<file path="config.mk">
export PLATFORM = sky130hd
export DESIGN_NAME = cmd_reg_top
export DESIGN_NICKNAME = d
export VERILOG_FILES = /design/src/logic/cmd_reg_pkg.sv /design/src/logic/cmd_word.sv /design/src/logic/cmd_reg_top.sv
export SDC_FILE = /design/constraint.sdc
export NUM_CORES = 1
export LEC_CHECK = 0
export BUFFER_PORTS_ARGS = -buffer_cell sky130_fd_sc_hd__clkbuf_2
export CAP_MARGIN = 30
export CORE_AREA = 8 8 95 97
export DETAILED_ROUTE_END_ITERATION = 7
export DIE_AREA = 0 0 103 105
export GPL_TIMING_DRIVEN = 0
export SLEW_MARGIN = 20
export SYNTH_ARGS = -nofsm -noshare
export SYNTH_HDL_FRONTEND = slang
export SYNTH_SLANG_ARGS = --single-unit
</file>
<file path="constraint.sdc">
create_clock -name mclk_i -period 3.5 [get_ports mclk_i]
set_clock_uncertainty 0.15 [all_clocks]
set_input_delay 0.175 -clock mclk_i [delete_from_list [all_inputs] [get_ports mclk_i]]
set_output_delay 0.175 -clock mclk_i [all_outputs]
set_load 0.01 [all_outputs]
</file>
<file path="src/logic/cmd_reg_pkg.sv">
// Constants for the two-function configuration command register block
package cmd_reg_pkg;
    localparam logic [7:0] CMD_OFFSET = 8'h04;
    localparam int CMD_WIDTH = 16;
    localparam logic [15:0] CMD_RESET = 16'h0000;
    // Bits that software can change; all others read zero
    localparam logic [15:0] CMD_WRITE_MASK = 16'h0567;
    localparam int BIT_IO_SPACE = 0;
    localparam int BIT_MEM_SPACE = 1;
    localparam int BIT_INITIATOR = 2;
    localparam int BIT_SPECIAL = 3;
    localparam int BIT_WRITE_INVALIDATE = 4;
    localparam int BIT_PALETTE_SNOOP = 5;
    localparam int BIT_PARITY_RESPONSE = 6;
    localparam int BIT_SYSTEM_ERROR = 8;
    localparam int BIT_BACK_TO_BACK = 9;
    localparam int BIT_INT_BLOCK = 10;
    localparam int NUM_FUNCS = 2;
endpackage

</file>
<file path="src/logic/cmd_word.sv">
// One function's command register word with its hardwired bits
`timescale 1ns/100ps
module cmd_word
    import cmd_reg_pkg::*;
(
    input wire logic mclk_i,
    input wire logic rst_i,
    input wire logic wr_en_i,
    input wire logic [1:0] wr_be_i,
    input wire logic [15:0] wr_data_i,
    output logic [15:0] value_o
);
    import cmd_reg_pkg::*;

    logic [15:0] cmd_reg;
    logic [15:0] cmd_next;
    logic [15:0] lane_mask;

    // Only writable bits in enabled byte lanes take new data
    assign lane_mask = {{8{wr_be_i[1]}}, {8{wr_be_i[0]}}} & CMD_WRITE_MASK;
    assign cmd_next = (cmd_reg & ~lane_mask) | (wr_data_i & lane_mask);

    // Register holds; reserved and hardwired bits never store
    always_ff @(posedge mclk_i or posedge rst_i) begin
        if (rst_i) begin
            cmd_reg <= CMD_RESET;
        end else if (wr_en_i) begin
            cmd_reg <= cmd_next;
        end
    end

    assign value_o = cmd_reg & CMD_WRITE_MASK;
endmodule

</file>
<file path="src/logic/cmd_reg_top.sv">
// Command registers of two functions and the bus gating they steer
//
// Notes on behaviour
// Bits 15 to 11 always read zero.
// Interrupt-block bit 10 set stops the function driving INTx.
// Back-to-back enable bit 9 is read-only zero.
// Bit 8 enables the system error output driver.
// Address parity errors reported only with bits 8 and 6 both set.
// Reserved bit 7 always reads zero.
// Bit 6 clear makes detected parity errors ignored.
// With parity response on, data parity errors raise system error.
// Palette snoop bit 5: do not claim palette writes, capture data.
// Bit 4 zero; initiator uses plain memory writes only.
// Bit 3 zero; special cycles are never answered.
// Initiator requests allowed only while bit 2 is set.
// Memory cycles claimed only while bit 1 is set.
// I/O cycles claimed only while bit 0 is set.
// Each function has its own independent command register.
// Shared error logic uses OR of both functions' bits 8 and 6.
// INTx asserts only when pending and not blocked; pending unaffected.
// Master data parity flag needs PERR, mastership and bit 6.
// Writes to read-only and reserved bits change nothing.
`timescale 1ns/100ps
module cmd_reg_top
    import cmd_reg_pkg::*;
#(
    parameter int FUNCS = 2
) (
    input wire logic mclk_i,
    input wire logic rst_i,
    // Configuration access, one function selected
    input wire logic cfg_wr_i,
    input wire logic cfg_rd_i,
    input wire logic cfg_func_i,
    input wire logic [7:0] cfg_addr_i,
    input wire logic [1:0] cfg_be_i,
    input wire logic [15:0] cfg_wdata_i,
    output logic [15:0] cfg_rdata_o,
    // Per-function decode and request inputs
    input wire logic [1:0] mem_hit_i,
    input wire logic [1:0] io_hit_i,
    input wire logic [1:0] palette_write_i,
    input wire logic [1:0] special_cycle_i,
    input wire logic [1:0] init_req_i,
    input wire logic [1:0] init_write_i,
    input wire logic [1:0] int_pending_i,
    input wire logic [15:0] bus_data_i,
    // Shared error events
    input wire logic addr_parity_err_i,
    input wire logic data_parity_err_i,
    input wire logic perr_seen_i,
    input wire logic [1:0] master_phase_i,
    // Outputs
    output logic [1:0] claim_o,
    output logic [1:0] init_grant_req_o,
    output logic [1:0] write_invalidate_o,
    output logic [1:0] int_o,
    output logic [15:0] palette_data_o,
    output logic serr_o,
    output logic serr_oe_o,
    output logic perr_respond_o,
    output logic [1:0] master_data_parity_flag_o
);
    import cmd_reg_pkg::*;

    logic [15:0] cmd_val [2];
    logic cmd_hit;
    logic [1:0] func_wr;
    logic [1:0] serr_bits;
    logic [1:0] perr_bits;
    logic serr_any;
    logic perr_any;
    logic serr_event;
    logic [15:0] rdata_next;
    logic [15:0] rdata_reg;
    logic [15:0] palette_reg;
    logic serr_reg;
    logic [1:0] flag_reg;
    logic [1:0] snoop_take;

    // Address decode for the command word
    assign cmd_hit = (cfg_addr_i == CMD_OFFSET);

    // One independent word per function
    genvar f;
    generate
        for (f = 0; f < FUNCS; f++) begin : g_func
            assign func_wr[f] = cfg_wr_i && cmd_hit && (cfg_func_i == 1'(f));
            cmd_word u_word (
                .mclk_i(mclk_i),
                .rst_i(rst_i),
                .wr_en_i(func_wr[f]),
                .wr_be_i(cfg_be_i),
                .wr_data_i(cfg_wdata_i),
                .value_o(cmd_val[f])
            );
            assign serr_bits[f] = cmd_val[f][BIT_SYSTEM_ERROR];
            assign perr_bits[f] = cmd_val[f][BIT_PARITY_RESPONSE];
            // Decoded cycles are claimed only when the space is enabled
            assign claim_o[f] =
                (mem_hit_i[f] && cmd_val[f][BIT_MEM_SPACE]
                 && !(palette_write_i[f]
                      && cmd_val[f][BIT_PALETTE_SNOOP]))
                || (io_hit_i[f] && cmd_val[f][BIT_IO_SPACE]);
            assign snoop_take[f] = palette_write_i[f]
                && cmd_val[f][BIT_PALETTE_SNOOP];
            assign init_grant_req_o[f] = init_req_i[f]
                && cmd_val[f][BIT_INITIATOR];
            // No invalidate form ever issued; special cycles ignored
            assign write_invalidate_o[f] = 1'b0;
            assign int_o[f] = int_pending_i[f]
                && !cmd_val[f][BIT_INT_BLOCK];
        end
    endgenerate

    // Shared error logic sees either function's enables
    assign serr_any = |serr_bits;
    assign perr_any = |perr_bits;
    assign perr_respond_o = perr_any;
    assign serr_event = serr_any && perr_any && addr_parity_err_i
        || perr_any && data_parity_err_i;
    assign serr_oe_o = serr_any && serr_reg;
    assign serr_o = 1'b0; // Open drain: pin driven low when enabled

    // Read data returns the masked word, other offsets read zero
    assign rdata_next = cmd_hit ? cmd_val[cfg_func_i] : 16'h0000;
    assign cfg_rdata_o = rdata_reg;

    // Captured read data and snooped palette data
    always_ff @(posedge mclk_i or posedge rst_i) begin
        if (rst_i) begin
            rdata_reg <= 16'h0000;
            palette_reg <= 16'h0000;
        end else begin
            if (cfg_rd_i) begin
                rdata_reg <= rdata_next;
            end
            if (|snoop_take) begin
                palette_reg <= bus_data_i;
            end
        end
    end
    assign palette_data_o = palette_reg;

    // System error pulse registered for the driver
    always_ff @(posedge mclk_i or posedge rst_i) begin
        if (rst_i) begin
            serr_reg <= 1'b0;
        end else begin
            serr_reg <= serr_event && serr_any;
        end
    end

    // Sticky flag: set wins; clearing belongs to the status block
    always_ff @(posedge mclk_i or posedge rst_i) begin
        if (rst_i) begin
            flag_reg <= 2'b00;
        end else begin
            flag_reg <= flag_reg | ({2{perr_seen_i}} & master_phase_i
                & perr_bits);
        end
    end
    assign master_data_parity_flag_o = flag_reg;
endmodule

</file>
=== Yosys cells after proc, flatten, opt, wreduce, memory -nomap -nowiden ===
Cells that the tools add are included.

* Order comparisons: 1
* Equality and inequality tests: 1
* Mux-type cells: 4
* Bitwise gates (word level): 11
* Reduce and logical (&&, ||, !) cells: 30

{| class="wikitable"
|+ Operator list
! kind !! count
|-
| $mux 16 || 3
|-
| $and 16x16->16 || 2
|-
| $or 16x16->16 || 2
|-
| $logic_and 1x1->1 || 20
|-
| $and 16x11->16 || 1
|-
| $not 11->16 || 1
|-
| $mux 11 || 1
|-
| $eq 8x3->1 const B || 1
|-
| $reduce_or 2->1 || 3
|-
| $and 2x2->2 || 2
|-
| $logic_not 1->1 || 4
|-
| $logic_or 1x1->1 || 3
|-
| $ge 2x2->1 const B || 1
|-
| $not 1->2 || 1
|-
| $or 2x2->2 || 1
|-
| $not 1->1 || 1
|}

* Register bits after elaboration: 67
* Input bits: 66
* Output and inout port bits: 45
* Word-level logic and storage cells: 53

=== Logic depth before layout (Yosys ltp) ===
* Depth after elaboration: 5
* Depth in mapped cells: 5
* Depth with buffers taken out: 3

=== Cells and area by module ===
From an unflattened synthesis, not the netlist that was laid out.

* Cells, all modules: 188
* Area total of the unflattened synthesis: 2447.3 um^2

{| class="wikitable"
|+ By module, submodules not included
! module !! times used !! cells each !! area an instance (um^2) !! seq. area each (um^2)
|-
| cmd_reg_top || 1 || 134 || 1769.2 || 875.8
|-
| cmd_word || 2 || 27 || 339.1 || 175.2
|}

=== Worst setup path after synthesis ===
No wires, ideal clock.

* Path type: register -> register
* Start point: register (tool-made name)
* End point: register palette_reg[10], in the netlist palette_data_o[10]
* Library setup time: 0.125 ns
* Arrival time: 1.249 ns
* Data required time: 3.225 ns
* Slack: 1.976 ns
* Cell stages (with the launch flop): 6
* Path buffers: 2
* Clock period less this slack: 1.524 ns
* Cells stage by stage: dfrtp_1 > nand2_1 > and2_1 > buf_2 > buf_2 > mux2_2

{| class="wikitable"
|+ RTL lines
! item !! RTL line !! RTL
|-
| to (signal assigned) || cmd_reg_top.sv:139 || <nowiki>palette_reg <= bus_data_i;</nowiki>
|-
| to (decl) || cmd_reg_top.sv:76 || <nowiki>logic [15:0] palette_reg;</nowiki>
|}

==> flow_results.org <==
** Die
- Core footprint :: 7530 um2
- The floorplan has 32 rows.
- The die covers 10800 um2.
- Die height :: 105 um
- Num ports :: 111
- Initial core utilization :: 24.4%
- The floorplan step set the die width to 103 um.

** Cells and area
- For this run, the number of standard cells in the final layout without fillers is 374.
- The number of antenna diodes in the final layout is 0.
- After filler insertion, the fill cell instance count of the layout stands at 786.
- Once layout is complete, the utilization of the core stands at 37.5%.
- Relative area change from synthesis to final layout :: 53.9%
- The library cells used most frequently in the layout, excluding fill and tap cells, are clkbuf_2, dfrtp_1, mux2_2.
- For this run, the post-layout net count is 337.
- Most frequent standard cell in the layout excluding fill and tap cells :: clkbuf_2
- Layout cell share with drive strength beyond 1 :: 56.3%

** Placed design
- The wire-length estimate of the detail-placed layout is 3900 um.
- Worst setup slack after placement :: 1750 ps
- I/O Buffers :: 85
- The congestion estimate from routability-driven global placement came to 0.655.
- Placed cell count :: 338

** Global routing
- Overall overflow remaining after global route :: 0
- Number of antenna violations at the first check in global routing :: 0
- For this run, the total global-route usage over all layers was measured as 9.87%.
- First-pass GRT wire length :: 8290 um
- Entering global routing, the biggest net connects 33 pins.
- The via count of the first global-routing pass came to 1673.

** Run
- Number of max-cap violations :: 0

** Setup path
- STA puts the critical path data arrival time at 1750 ps.
- In this run the worst path has a maximum fanout of 10.
- Slowest cell on crit path :: dfrtp_1
- Cell chain of the critical path :: nand2_1 -> and2_1 -> buf_2 -> buf_2 -> mux2_2
- The most numerous cell type found on the critical path is buf_2.
- Worst reg2reg path depth :: 5
- Max stage delay on crit path :: 400 ps
- Type of the worst setup path :: flop to flop
- STA classifies the critical path startpoint as a flop.
- Capturing element type of the critical path :: flop
- For the worst setup path, the data required time is 3530 ps.

** Pwr
- Static Leakage :: 1.51 nW
- Dividing total power by cell area gives a power density of 367 nW/um2.
- Worst-case vdd ir drop :: 0.141 mV

** Timing
- Unrepaired setup endpoints after global routing :: no
- The number of pins exceeding their max-slew limit in the final report came to 0.
- Number of hold violations in the final report :: 0
- Setup violations remaining at the end of the flow were counted as 0.
- Setup slack closes at 1780 ps.
- Based on the critical path, the design can be clocked at up to 0.582 GHz.
- Worst hold slack :: 14.1 ps
- After layout, the worst path uses 49.1% of the clock period.
- Subtracting the final worst setup slack from the clock period gives 1720 ps.
- Sum of negative setup slack :: 0 ps

** Min path
- Min-Delay Path Depth :: 2
- The path class of the tightest hold or removal check is primary input to flop.

** Detailed routing
- Routed Wire Length :: 5090 um
- Via-per-instance ratio :: 4.01
- Number of antenna-violating nets in the routed design :: 0
- DRC Markers :: 0
- DRT Pass-1 Iters :: 3
- Wirelength per Cell :: 13.6 um
- Number of vias after detailed routing :: 1499
- The first routing iteration left 40 violations.

** Logic synthesis
- The number of different library cells used by synthesis comes to 23.
- Mean instance size in the synthesized netlist :: 13.2 um2
- In the synthesized netlist, the number of instances is 139.
- Seq/Total Area, Yosys :: 54.5%
- Synth Register Bits :: 40
- The synthesized netlist occupies a cell area of 1840 um2.
- For this run, the number of Yosys warnings is 0.

** Clocking
- The later pin in the worst-skew pair is clocked with a latency of 290 ps.
- TritonCTS built the clock tree.
- Clock tree synthesis selected as its root buffer the cell clkbuf_8.
- No sink is reached through more buffers than the 2 on the longest clock path.
- CTS built an H-tree with a depth of 2.
- Number of buffers inserted during clock tree synthesis :: 5
- After clock tree synthesis, the setup repair step added 0 buffers.
- The clock net in this run drives a total of 40 sinks.
- Clock slew at reported path FFs :: 80 ps

** Run status
- The flow ran to the end, and the final reports show no timing, DRC or antenna violations.
layer usage:
metal | GRT usage [%] | routed length [um]
met1 | 10.6 | 1960
met5 | 0 | 0
met4 | 4.34 | 111
met2 | 17.7 | 2740
met3 | 2.26 | 284
synth_stat cells:
| library cell | n | share of area [%] |
|---|---|---|
| a31o_2 | 2 | 0.95 |
| nand4b_2 | 1 | 0.82 |
| buf_4 | 12 | 4.9 |
| a32o_1 | 2 | 1.1 |
| inv_1 | 8 | 1.6 |
| clkbuf_1 | 1 | 0.20 |
| nand4_2 | 1 | 0.68 |
| o22ai_1 | 7 | 2.4 |
| nand2_1 | 10 | 2.0 |
| nand4b_1 | 1 | 0.48 |
| or2_2 | 1 | 0.34 |
| nand4_1 | 1 | 0.34 |
| and2_1 | 5 | 1.7 |
| o21a_1 | 1 | 0.41 |
| mux2_1 | 1 | 0.61 |
| dfrtp_1 | 40 | 55 |
| mux2_2 | 36 | 22 |
| o221a_2 | 1 | 0.61 |
| conb_1 | 1 | 0.20 |
| nor4_4 | 1 | 1.2 |
| buf_2 | 3 | 0.82 |
| nor4b_4 | 1 | 1.3 |
| nor2b_1 | 2 | 0.68 |
cells by family after synthesis:
group           share of synthesized area [%]
flops                                    54.5
mux                                      22.7
simple gates                             9.54
buf+inv                                  7.57
compound gates                           5.45
other cells                             0.204
through the flow:
step                      area, um2  power (mW)
after floorplan                1880       0.617
after global placement         2430       0.698
after detailed placement       2450       0.706
after CTS                      2820        1.06
after global routing           2820        1.10
final                          2820        1.04
power by group:
group,switching (mW),total (mW),internal [mW]
combinational,0.0874,0.201,0.114
clock,0.156,0.316,0.160
sequential,0.0190,0.519,0.500
total,0.263,1.04,0.775
area by class of cell:
type                    instances  area, um2  share of cell area, %
flip-flops and latches         40       1000                   35.4
multi-input cells              86        737                   26.1
inverters                       8       30.0                   1.06
clock buffers                   7       86.3                   3.06
plain buffers                  16        109                   3.85
clock inverters                 1       7.51                  0.266
repair buffers                114        726                   25.7
well taps                     102        128                   4.52
worst paths after layout:
kind                                     from            endpoint  slack [ps]
hold reg to reg            palette_data_o[14]  palette_data_o[14]         360
hold / removal              data_parity_err_i            serr_reg          10
setup reg to reg                         flop   palette_data_o[6]        1780
min in group asynchronous               rst_i   palette_data_o[6]         180
setup / recovery                         flop   palette_data_o[6]        1780
max in group asynchronous               rst_i            serr_reg        2570
timing repair:
action | 4_1_cts | 5_1_grt
setup endpoints to repair | 0 | 0
hold buffers | 28 | 0
gates resized for setup | 0 | 0
hold endpoints to repair | 72 | 0
worst max-delay path: cells and delay by family (launching register included):
| family | cells | cell delay (ps) |
|---|---|---|
| mux | 1 | 370 |
| buf+inv | 2 | 490 |
| simple gates | 2 | 200 |
| flops | 1 | 400 |
No activity file was read; power rests on OpenSTA's default activity.
